<file path="config.mk">
export PLATFORM = sky130hd
export DESIGN_NAME = ppl_position_preset_and_latch
export DESIGN_NICKNAME = d
export VERILOG_FILES = /design/src/design/ppl_pkg.sv /design/src/design/ppl_position_preset_and_latch.sv
export SDC_FILE = /design/constraint.sdc
export NUM_CORES = 1
export LEC_CHECK = 0
export BUFFER_PORTS_ARGS = -buffer_cell sky130_fd_sc_hd__buf_4
export CAP_MARGIN = 20
export CORE_MARGIN = 5
export CORE_UTILIZATION = 30
export CTS_CLUSTER_SIZE = 20
export DETAILED_ROUTE_END_ITERATION = 8
export PLACE_DENSITY = 0.52
export SETUP_SLACK_MARGIN = 0.1
export SYNTH_ARGS = -nofsm -noshare
export SYNTH_HDL_FRONTEND = slang
export SYNTH_SLANG_ARGS = --single-unit
export TNS_END_PERCENT = 50
</file>
<file path="constraint.sdc">
create_clock -name clk -period 4 [get_ports clk]
set_input_delay 0.2 -clock clk [delete_from_list [all_inputs] [get_ports clk]]
set_output_delay 0.2 -clock clk [all_outputs]
set_load 0.01 [all_outputs]
</file>
<file path="src/design/ppl_pkg.sv">
// Purpose: constants and types for the two-channel position preset and latch block
// Assumes: 32-bit AHB-Lite register access, one clock
// Notes: byte offsets within a channel window; channel n window at (n - 1) * PPL_CH_STRIDE
package ppl_pkg;
   // channel register offsets (addr[5:0])
   localparam logic [5:0] PPL_OFF_CTRL = 6'h00;
   localparam logic [5:0] PPL_OFF_PRESET = 6'h04;
   localparam logic [5:0] PPL_OFF_CFG = 6'h08;
   localparam logic [5:0] PPL_OFF_STATUS = 6'h0C;
   localparam logic [5:0] PPL_OFF_POS = 6'h10;
   localparam logic [5:0] PPL_OFF_LATCH = 6'h14;
   localparam logic [5:0] PPL_OFF_OFFSET = 6'h18;
   localparam logic [5:0] PPL_OFF_TS_LO = 6'h1C;
   localparam logic [5:0] PPL_OFF_TS_HI = 6'h20;
   localparam logic [7:0] PPL_CH_STRIDE = 8'h40;
   // global registers
   localparam logic [7:0] PPL_ADDR_CMD = 8'h80;
   localparam logic [7:0] PPL_ADDR_MODE = 8'h84;
   // control bits
   localparam int PPL_CTRL_SW = 0;
   localparam int PPL_CTRL_EDGE = 1;
   localparam int PPL_CTRL_LATCH = 2;
   // config fields
   localparam int PPL_CFG_POL_LSB = 0;
   localparam int PPL_CFG_CONT = 2;
   // status bits
   localparam int PPL_ST_UNDER = 0;
   localparam int PPL_ST_OVER = 1;
   localparam int PPL_ST_DIN = 2;
   localparam int PPL_ST_DONE = 3;
   localparam int PPL_ST_VALID = 4;
   // edge polarity codes
   localparam logic [1:0] PPL_POL_OFF = 2'b00;
   localparam logic [1:0] PPL_POL_RISE = 2'b10;
   localparam logic [1:0] PPL_POL_FALL = 2'b11;
   // offset clear commands
   localparam logic [15:0] PPL_CMD_CLR_ALL = 16'h8010;
   localparam logic [15:0] PPL_CMD_CLR_CH1 = 16'h8011;
   localparam logic [15:0] PPL_CMD_CLR_CH2 = 16'h8012;
   // position limits on the widened sum and on the 32-bit position
   localparam logic signed [32:0] PPL_SUM_MIN = 33'h1_8000_0000;
   localparam logic signed [32:0] PPL_SUM_MAX = 33'h0_7FFF_FFFF;
   localparam logic [31:0] PPL_POS_MIN = 32'h8000_0000;
   localparam logic [31:0] PPL_POS_MAX = 32'h7FFF_FFFF;
   // reset values
   localparam logic PPL_RST_READY = 1'b1;
   localparam logic PPL_RST_RESP = 1'b0;

   typedef logic [1:0][31:0] ppl_pos_pair_t;

   typedef struct packed {
      logic sw_req;
      logic edge_req;
      logic latch_req;
      logic [31:0] preset;
      logic [1:0] pol;
      logic cont;
      logic sw_arm;
      logic edge_arm;
      logic latch_arm;
      logic done;
      logic valid;
      logic under;
      logic over;
      logic [31:0] pos;
      logic [31:0] latch;
      logic [31:0] offset;
      logic [63:0] ts;
      logic [2:0] din_sync;
   } ppl_ch_t;

   typedef struct packed {
      logic pend;
      logic wr;
      logic [7:0] addr;
      logic ready;
      logic resp;
      logic [31:0] rdata;
   } ppl_bus_t;

   typedef struct packed {
      ppl_ch_t [1:0] ch;
      ppl_bus_t bus;
      logic synced_capture_opmode;
   } ppl_state_t;
endpackage

</file>
<file path="src/design/ppl_position_preset_and_latch.sv">
// Purpose: two-channel position preset, offset keeping and edge latch with timestamp
// Assumes: AHB-Lite slave, single word transfers, one wait state per access
// Notes: raw position and system time are inputs from the surrounding device
//
// How it works
// - software preset request loads the preset value into the position.
// - done flag goes TRUE after any preset, software or edge.
// - a held software or non-continuous edge preset request does nothing until it has been seen low.
// - polarity 0 disables, 10 selects rising, 11 selects falling edge.
// - edge preset request loads preset on first selected input edge.
// - non-continuous: later edges ignored; new preset only while done is FALSE.
// - continuous: preset at every selected edge, done set per edge and held until a status read.
// - present level of the digital input is reported as a status bit.
// - one polarity and one continuous setting serve both preset and latch.
// - every preset stores the resulting offset in a per-channel offset register.
// - commands 0x8010, 0x8011, 0x8012 clear offsets of both, channel 1, channel 2.
// - latch request copies position into latch register on first selected edge.
// - latch-valid flag goes TRUE after a capture.
// - latch request must drop low before another capture can be armed.
// - non-continuous: later edges leave latch alone; capture only while valid FALSE.
// - continuous: capture at every selected edge, valid set per edge and held until a status read.
// - capture happens on the controller cycle of the synchronised edge, not at the edge itself.
// - each channel holds a 64-bit timestamp of its latched position.
// - timestamp is system time of the last rising edge that captured.
// - position is signed 32-bit; reaching a limit flags and freezes it.
`timescale 1ns/100ps
module ppl_position_preset_and_latch
   import ppl_pkg::*;
(
   input wire logic clk,
   input wire logic reset_n,
   input wire logic hsel,
   input wire logic [31:0] haddr,
   input wire logic [1:0] htrans,
   input wire logic hwrite,
   input wire logic [2:0] hsize,
   input wire logic [31:0] hwdata,
   input wire logic hready,
   output logic [31:0] hrdata,
   output logic hreadyout,
   output logic hresp,
   input wire logic [1:0] din,
   input wire ppl_pos_pair_t raw_pos,
   input wire logic [63:0] sys_time
);

   ppl_state_t s_q;
   ppl_state_t s_d;
   ppl_ch_t cq;
   ppl_ch_t cd;
   logic wr_hit;
   logic rd_hit;
   logic ch_hit;
   logic [5:0] off;
   logic rise;
   logic fall;
   logic edge_ev;
   logic do_sw;
   logic do_edge;
   logic do_latch;
   logic clr_off;
   logic st_read;
   logic signed [32:0] sum;
   logic [31:0] rd;

   assign hrdata = s_q.bus.rdata;
   assign hreadyout = s_q.bus.ready;
   assign hresp = s_q.bus.resp;

   always_comb begin
      s_d = s_q;
      cq = '0;
      cd = '0;
      ch_hit = 1'b0;
      rise = 1'b0;
      fall = 1'b0;
      edge_ev = 1'b0;
      do_sw = 1'b0;
      do_edge = 1'b0;
      do_latch = 1'b0;
      clr_off = 1'b0;
      st_read = 1'b0;
      sum = '0;
      rd = '0;
      off = s_q.bus.addr[5:0];
      wr_hit = s_q.bus.pend & s_q.bus.wr;
      rd_hit = s_q.bus.pend & ~s_q.bus.wr;

      // address phase: one wait state so read data leaves a flip-flop
      s_d.bus.pend = 1'b0;
      s_d.bus.ready = 1'b1;
      s_d.bus.resp = PPL_RST_RESP;
      if (hsel && htrans[1] && hready) begin
         s_d.bus.pend = 1'b1;
         s_d.bus.wr = hwrite;
         s_d.bus.addr = haddr[7:0];
         s_d.bus.ready = 1'b0;
      end

      if (wr_hit && s_q.bus.addr == PPL_ADDR_MODE) begin
         s_d.synced_capture_opmode = hwdata[0];
      end

      for (int c = 0; c < 2; c++) begin
         // each channel sees only its own input, requests and settings
         cq = s_q.ch[c];
         cd = cq;
         ch_hit = (s_q.bus.addr[7:6] == 2'(c));

         cd.din_sync = {cq.din_sync[1:0], din[c]};
         rise = cq.din_sync[1] & ~cq.din_sync[2];
         fall = ~cq.din_sync[1] & cq.din_sync[2];
         edge_ev = ((cq.pol == PPL_POL_RISE) & rise) | ((cq.pol == PPL_POL_FALL) & fall);

         // request bits must be seen low before they arm again
         if (!cq.sw_req) begin
            cd.sw_arm = 1'b1;
         end
         if (!cq.edge_req) begin
            cd.edge_arm = 1'b1;
         end
         if (!cq.latch_req) begin
            cd.latch_arm = 1'b1;
         end

         do_sw = cq.sw_req & cq.sw_arm;
         do_edge = cq.edge_req & edge_ev & (cq.cont | (cq.edge_arm & ~cq.done));
         do_latch = cq.latch_req & edge_ev & (cq.cont | (cq.latch_arm & ~cq.valid));
         if (do_sw) begin
            cd.sw_arm = 1'b0;
         end
         if (do_edge) begin
            cd.edge_arm = 1'b0;
         end
         if (do_latch) begin
            cd.latch_arm = 1'b0;
         end

         st_read = rd_hit & ch_hit & (off == PPL_OFF_STATUS);

         // flags: held while requested, or one status read per edge when continuous
         if (cq.cont ? st_read : (!cq.sw_req && !cq.edge_req)) begin
            cd.done = 1'b0;
         end
         if (cq.cont ? st_read : !cq.latch_req) begin
            cd.valid = 1'b0;
         end
         if (do_sw || do_edge) begin
            cd.done = 1'b1;
         end
         if (do_latch) begin
            cd.valid = 1'b1;
         end

         clr_off = wr_hit && s_q.bus.addr == PPL_ADDR_CMD &&
                   (hwdata[15:0] == PPL_CMD_CLR_ALL ||
                    hwdata[15:0] == (c == 0 ? PPL_CMD_CLR_CH1 : PPL_CMD_CLR_CH2));

         // widened sum so the limit test cannot wrap
         sum = {raw_pos[c][31], raw_pos[c]} + {cq.offset[31], cq.offset};
         if (do_sw || do_edge) begin
            cd.offset = cq.preset - raw_pos[c];
            cd.pos = cq.preset;
            cd.under = 1'b0;
            cd.over = 1'b0;
         end else begin
            if (clr_off) begin
               cd.offset = '0;
               cd.under = 1'b0;
               cd.over = 1'b0;
            end
            // once a limit is reached the value stays frozen until an offset clear or a preset
            if (!(cq.under || cq.over) || clr_off) begin
               if (sum <= PPL_SUM_MIN) begin
                  cd.pos = PPL_POS_MIN;
                  cd.under = 1'b1;
               end else if (sum >= PPL_SUM_MAX) begin
                  cd.pos = PPL_POS_MAX;
                  cd.over = 1'b1;
               end else begin
                  cd.pos = sum[31:0];
               end
            end
         end

         // capture on the synchronised edge cycle itself
         if (do_latch) begin
            cd.latch = cq.pos;
            if (rise && s_q.synced_capture_opmode) begin
               cd.ts = sys_time;
            end
         end

         if (wr_hit && ch_hit) begin
            unique case (off)
               PPL_OFF_CTRL: begin
                  cd.sw_req = hwdata[PPL_CTRL_SW];
                  cd.edge_req = hwdata[PPL_CTRL_EDGE];
                  cd.latch_req = hwdata[PPL_CTRL_LATCH];
               end
               PPL_OFF_PRESET: begin
                  cd.preset = hwdata;
               end
               PPL_OFF_CFG: begin
                  cd.pol = hwdata[PPL_CFG_POL_LSB +: 2];
                  cd.cont = hwdata[PPL_CFG_CONT];
               end
               default: begin
               end
            endcase
         end

         if (rd_hit && ch_hit) begin
            unique case (off)
               PPL_OFF_CTRL: begin
                  rd[PPL_CTRL_SW] = cq.sw_req;
                  rd[PPL_CTRL_EDGE] = cq.edge_req;
                  rd[PPL_CTRL_LATCH] = cq.latch_req;
               end
               PPL_OFF_PRESET: begin
                  rd = cq.preset;
               end
               PPL_OFF_CFG: begin
                  rd[PPL_CFG_POL_LSB +: 2] = cq.pol;
                  rd[PPL_CFG_CONT] = cq.cont;
               end
               PPL_OFF_STATUS: begin
                  rd[PPL_ST_UNDER] = cq.under;
                  rd[PPL_ST_OVER] = cq.over;
                  rd[PPL_ST_DIN] = cq.din_sync[1];
                  rd[PPL_ST_DONE] = cq.done;
                  rd[PPL_ST_VALID] = cq.valid;
               end
               PPL_OFF_POS: begin
                  rd = cq.pos;
               end
               PPL_OFF_LATCH: begin
                  rd = cq.latch;
               end
               PPL_OFF_OFFSET: begin
                  rd = cq.offset;
               end
               PPL_OFF_TS_LO: begin
                  rd = cq.ts[31:0];
               end
               PPL_OFF_TS_HI: begin
                  rd = cq.ts[63:32];
               end
               default: begin
               end
            endcase
         end

         s_d.ch[c] = cd;
      end

      // the timestamp halves are two reads; a capture between them tears the pair
      if (rd_hit && s_q.bus.addr == PPL_ADDR_MODE) begin
         rd[0] = s_q.synced_capture_opmode;
      end
      // read data stands until the next read, so a late sample still sees it
      if (rd_hit) begin
         s_d.bus.rdata = rd;
      end
   end

   always_ff @(posedge clk) begin
      if (!reset_n) begin
         s_q <= '0;
         s_q.bus.ready <= PPL_RST_READY;
      end else begin
         s_q <= s_d;
      end
   end

endmodule

</file>
==> results of run 1 <==
==> worst register-to-register path, delay by kind of cell (launching register included) <==
kind / cells / cell delay, ns
XOR/XNOR: 1 / 0.14
buffers and inverters: 5 / 0.77
adder cells (fa/ha/maj): 2 / 0.50
AND/OR/NAND/NOR: 3 / 0.60
flip-flops: 1 / 0.35
AO/OA/AOI/OAI: 7 / 1.45
==> synth_stat cells, types with 34 or more instances <==
cell,number,area [um2]
nand2_1,663,2490
a21oi_1,461,2310
dfxtp_1,460,9210
nor2_1,258,968
clkbuf_1,224,841
ha_1,126,1580
o21ai_0,124,621
nand3_1,116,581
mux2i_1,101,1010
inv_1,100,375
a21o_1,79,593
a22oi_1,65,488
a31oi_1,53,332
xnor2_1,49,429
xor2_1,48,420
and3_1,47,294
nor3_1,45,225
a221oi_1,42,368
o211ai_1,41,308
nand2b_1,40,250
buf_4,34,255
==> area by class of cell <==
class,instances,area [um2]
multi-input combinational,2817,17600
clock buffer,80,1520
sequential,460,9230
antenna,1,2.50
inverter,100,383
tap,1254,1570
clock inverter,6,83.8
fill,9837,58500
timing repair buffer,499,4150
==> worst paths after layout <==
check                   startpoint               endpoint  slack (ns)  cells after the start
max          s_q[112]$_SDFFE_PN0P_  s_q[191]$_SDFFE_PN0P_        0.10                     18
min                    raw_pos[31]  s_q[143]$_SDFFE_PN0P_        0.03                      4
max reg2reg  s_q[112]$_SDFFE_PN0P_  s_q[191]$_SDFFE_PN0P_        0.10                     18
min reg2reg       cd[1]$_SDFF_PN0_       cd[2]$_SDFF_PN0_        0.43                      1
==> layer usage <==
layer	wire (um)	global-route usage	vias to the layer above
li1	-	-	13700
met1	55400	0.330	13700
met2	51900	0.351	1018
met3	7670	0.0293	155
met4	4270	0.0698	0
met5	0	0	-
==> power groups by stage <==
stage                     combinational [uW]  clock, uW  sequential, uW
after floorplan                          714          0            4830
after global placement                  1270          0            4890
after detailed placement                1270          0            4880
after CTS                               1370       4750            4790
after global routing                    1520       4890            4800
final                                   1430       4660            4790
==> state kept, by name, indices dropped and copies added, names as in the netlist <==
signal     flops
cd             2
off            6
s_q          211
s_d            2
hreadyout      1
cq           206
hrdata        32
==> metrics by stage <==
step	total power, uW	cell area [um2]
final	10900	34500
after global routing	11200	34500
after CTS	10900	34100
after detailed placement	6150	31300
after global placement	6160	31300
after floorplan	5540	28000
==> what timing repair did <==
action / CTS / global route
hold buffers: 108 / 0
pin swaps: 2 / 24
resized for setup: 11 / 65
hold endpoints to repair: 217 / 0
endpoints found under the setup margin: 55 / 66
cloned: 2 / 2
buffers inserted: 1 / 16
==> cell families after synthesis <==
logic type               count (synthesis)  share of synthesized area
XOR/XNOR                                97                     0.0303
AND/OR/NAND/NOR                       1348                      0.216
multiplexers                           119                     0.0470
AO/OA/AOI/OAI                         1120                      0.260
flip-flops                             460                      0.329
other                                    1                   0.000134
buffers and inverters                  387                     0.0582
adder cells (fa/ha/maj)                130                     0.0592
==> placed cells by master, fill, tap and decap left out, drive strengths merged, types with 48 or more instances in the layout <==
master       count
ha             126
dlygate4sd3    108
xor2            48
a21o            79
a31oi           53
buf            390
nand3          116
nor2           258
clkbuf          81
nand2          663
a21oi          462
mux2i          101
and3            48
o21ai          128
a22oi           65
inv            101
dfxtp          460
xnor2           49
==> impl_metrics.json, run 1 <==
{
  "status": "completed",
  "io_pins": 238,
  "ys_async_sr_fraction": 0,
  "ir_drop_v": 0.000286,
  "syn_to_final_growth_pct": 23.3,
  "final_nets": 4262,
  "cp.arrival_ns": 4.41,
  "fin_crit_sh": 0.974,
  "grt_first_pass_wirelength_um": 175000,
  "path_class": "reg -> reg",
  "fmax_ghz": 0.257,
  "cp-start-kind": "flip-flop",
  "grt_antenna_before_repair": 1,
  "clockBufferDepth": 3,
  "tightest_slew_ns": 1.08,
  "grt_pass1_vias": 26900,
  "finalNonFillerCells": 5217,
  "p_sw_uw": 2920,
  "setup_viol_count_final": 0,
  "ys_types": 92,
  "hp-class": "in -> reg",
  "power_frac_clock": 0.429,
  "yosysWarnings": 0,
  "root_buffer": "clkbuf_16",
  "grtUsageTotal": 0.227,
  "grt_max_degree": 111,
  "drc_errors": 0,
  "htree_num_levels": 2,
  "ant_nets": 0,
  "end_kind": "flip-flop",
  "path_buf_inv": 5,
  "crit_fanout": 12,
  "ys_seq_area_frac": 0.329,
  "synth_area_um2": 28000,
  "yosys_most_used_dff": "dfxtp_1",
  "start_util": 0.301,
  "combPwrFrac": 0.131,
  "maxCapViolCount": 0,
  "rsz0062_at_grt": "yes",
  "clk_pin_slew_ns": 0.07,
  "hold_ws_ns": 0.0320,
  "num_vias": 28600,
  "p_int_uw": 7960,
  "crit_chain": "ha_4, inv_1, fa_2, nand2b_4, a2111oi_4, buf_4, a211oi_4, a2111oi_4, buf_4, o211ai_1, a21oi_1, xnor2_1, and4_1, and4_4, o211ai_1, buf_4, buf_6, o2bb2ai_1",
  "core_um2": 93000,
  "layout-drive-gt1-share": 0.150,
  "numCtsBuffers": 50,
  "dp_hpwl_um": 88300,
  "p_seq_frac": 0.440,
  "switching_share": 0.268,
  "die_y_um": 316,
  "cpPeakStageDelay_ns": 0.39,
  "die_w_um": 316,
  "hold_violations": 0,
  "insertion_delay_ns": 0.60,
  "port_buffers": 208,
  "syn_nets": 3996,
  "cellLeakagePower_uw": 0.0133,
  "maxSlewViolCount": 0,
  "gr-total-overflow": 0,
  "synth_edf_count": 0,
  "crit_path_top_delay_cell": "a2111oi_4",
  "fin_util": 0.371,
  "p_per_area_nw_per_um2": 315,
  "clkSinkCount": 460,
  "skew_ns": 0.0279,
  "wl_per_cell_um": 22.8,
  "tritoncts": "built",
  "fin_crit_ns": 3.90,
  "wl_um": 119000,
  "ys_ff_latch": 460,
  "worst_path_most_repeated_cell": "buf_4",
  "placed_cells": 5001,
  "synthCells": 3662,
  "fin_ws_ns": 0.103,
  "required_ns": 4.51,
  "drt-vias-per-instance": 5.48,
  "drt_iter0_markers": 2456,
  "cp_top_family": "compound AO/OA/AOI/OAI gates",
  "syn_avg_cell_area_um2": 7.65,
  "slew_headroom": 0.280,
  "die_area_um2": 99500,
  "num_rows": 112,
  "gp_congestion": 0.899,
  "place_ws_ns": -0.124,
  "fin_tns_setup_ns": 0,
  "dr.pass1.iters": 5
}
Note: power is estimated with default switching activity, not from simulation.
==> run 2: changes to the inputs <==
--- a/config.mk
+++ b/config.mk
@@ -16,4 +16,4 @@
 export SYNTH_ARGS = -nofsm -noshare
 export SYNTH_HDL_FRONTEND = slang
 export SYNTH_SLANG_ARGS = --single-unit
-export TNS_END_PERCENT = 50
+export TNS_END_PERCENT = 5
==> constraint.sdc (replaced) <==
create_clock -name clk -period 4.7 [get_ports clk]
set_input_delay 0.235 -clock clk [delete_from_list [all_inputs] [get_ports clk]]
set_output_delay 0.235 -clock clk [all_outputs]
set_load 0.01 [all_outputs]
==> impl_metrics.json, run 2 (synthesis results as in run 1) <==
{
  "dr.pass1.iters": 5,
  "path_class": "reg -> reg",
  "slew_headroom": 0.287,
  "clk_pin_slew_ns": 0.06,
  "largest_register_ffs": 211,
  "gr-total-overflow": 0,
  "power_uw": 9580,
  "wl_um": 116000,
  "cp_top_family": "simple AND/OR/NAND/NOR gates",
  "rrSetupSlack_ns": 0.48,
  "place_ws_ns": 0.482,
  "rr_startpoint": "s_q[112]$_SDFFE_PN0P_",
  "fin_tns_setup_ns": 0,
  "crit_chain": "ha_1, inv_1, fa_1, nand2b_1, a2111oi_0, buf_4, a211oi_2, xnor2_1, inv_1, nor4_1, nand4_1, nor4_1, and4_1, o211ai_1, buf_4, o2bb2ai_1",
  "largest_register": "s_q",
  "hold_ws_ns": 0.0358,
  "required_ns": 5.16,
  "wl_per_cell_um": 22.6,
  "crit_path_top_delay_cell": "nor4_1",
  "tritoncts": "built",
  "clkSinkCount": 460,
  "port_buffers": 208,
  "setup_viol_count_final": 0,
  "numCtsBuffers": 51,
  "maxCapViolCount": 0,
  "io_pins": 238,
  "cpPeakStageDelay_ns": 0.45,
  "grt_max_degree": 143,
  "num_rows": 112,
  "gr-usage-met2": 0.343,
  "worstReg2RegEnd": "s_q[187]$_SDFFE_PN0P_",
  "cts_resized": 0,
  "hold-path-cell-count": 2,
  "cp-endpoint": "s_q[187]$_SDFFE_PN0P_",
  "cellLeakagePower_uw": 0.0128,
  "die_w_um": 316,
  "grtUsageMet1": 0.328,
  "startpoint": "s_q[112]$_SDFFE_PN0P_",
  "grt_first_pass_wirelength_um": 171000,
  "hold_violations": 0,
  "end_kind": "flip-flop",
  "layout-drive-gt1-share": 0.115,
  "skew_ns": 0.0198,
  "fin_ws_ns": 0.482,
  "fmax_ghz": 0.237,
  "cp-start-kind": "flip-flop",
  "grtUsageTotal": 0.221,
  "syn_to_final_growth_pct": 19.5,
  "die_area_um2": 99500,
  "clockBufferDepth": 3,
  "htree_num_levels": 2,
  "insertion_delay_ns": 0.60,
  "final_nets": 4152,
  "final_cell_mix": "661 x nand2_1, 459 x a21oi_1, 457 x dfxtp_1, 280 x buf_4, 253 x nor2_1",
  "root_buffer": "clkbuf_16",
  "fin_crit_ns": 4.22,
  "fin_crit_sh": 0.897,
  "status": "completed",
  "grt_pass1_vias": 26100,
  "drt-vias-per-instance": 5.49,
  "die_y_um": 316,
  "path_buf_inv": 4,
  "tightest_slew_ns": 1.07,
  "maxSlewViolCount": 0,
  "gp_congestion": 0.896,
  "drc_errors": 0,
  "ant_nets": 0,
  "cp.arrival_ns": 4.68,
  "placed_area_um2": 30600,
  "drt_iter0_markers": 2554,
  "p_per_area_nw_per_um2": 286,
  "finalInstanceArea_um2": 33500,
  "post_cts.repair.setup_buffers": 0,
  "grt-busiest-layer": "met2",
  "num_vias": 28100,
  "met3_usage": 0.0245,
  "core_um2": 93000,
  "start_util": 0.301,
  "rsz0062_at_grt": "no",
  "ir_drop_v": 0.000292,
  "dp_hpwl_um": 86100,
  "grt_antenna_before_repair": 1,
  "crit_fanout": 24,
  "r2r_cells": 16,
  "cp.depth": 16,
  "hp-class": "in -> reg",
  "mostFrequentLayoutCell": "nand2_1"
}
[run 2: stage by stage]
stage / utilization / instances
after global placement: 0.329 / 4912
after floorplan: - / 3662
after global routing: 0.360 / 5114
final: 0.360 / 5115
after detailed placement: 0.329 / 4912
after CTS: 0.360 / 5114
[run 2: area by class of cell]
cell class                      instances  area (um2)
Antenna cell                            1        2.50
Clock buffer                           72        1470
Clock inverter                         23         349
Fill cell                            9864       59600
Inverter                              100         383
Multi-Input combinational cell       2815       17200
Sequential cell                       460        9220
Tap cell                             1254        1570
Timing Repair Buffer                  390        3230
[run 2: per-layer routing]
| layer | vias to the layer above | wire length, um |
|---|---|---|
| met5 | - | 0 |
| met4 | 0 | 3030 |
| met3 | 128 | 8260 |
| met2 | 1048 | 50500 |
| met1 | 13400 | 53800 |
| li1 | 13400 | - |
[run 2: report_power, final]
group	internal (uW)	switching, uW
Sequential	3980	93.1
Clock	2620	1760
Combinational	444	680
Total	7040	2540
[run 2: worst min path at each step]
stage,from,to,slack [ns]
after floorplan,din[1],cd[1]$_SDFF_PN0_,0.36
after global placement,s_d[46]$_SDFF_PN0_,s_d[47]$_SDFF_PN0_,0.42
after detailed placement,s_d[46]$_SDFF_PN0_,s_d[47]$_SDFF_PN0_,0.42
after CTS,raw_pos[0],s_q[112]$_SDFFE_PN0P_,0.005
after global routing,reset_n,s_d[47]$_SDFF_PN0_,0.02
final,reset_n,cd[1]$_SDFF_PN0_,0.04
[run 2: repair_timing]
| action | 4_1_cts | 5_1_grt |
|---|---|---|
| hold endpoints to repair | 216 | 0 |
| hold buffers | 107 | 0 |
| setup endpoints to repair | 0 | 0 |
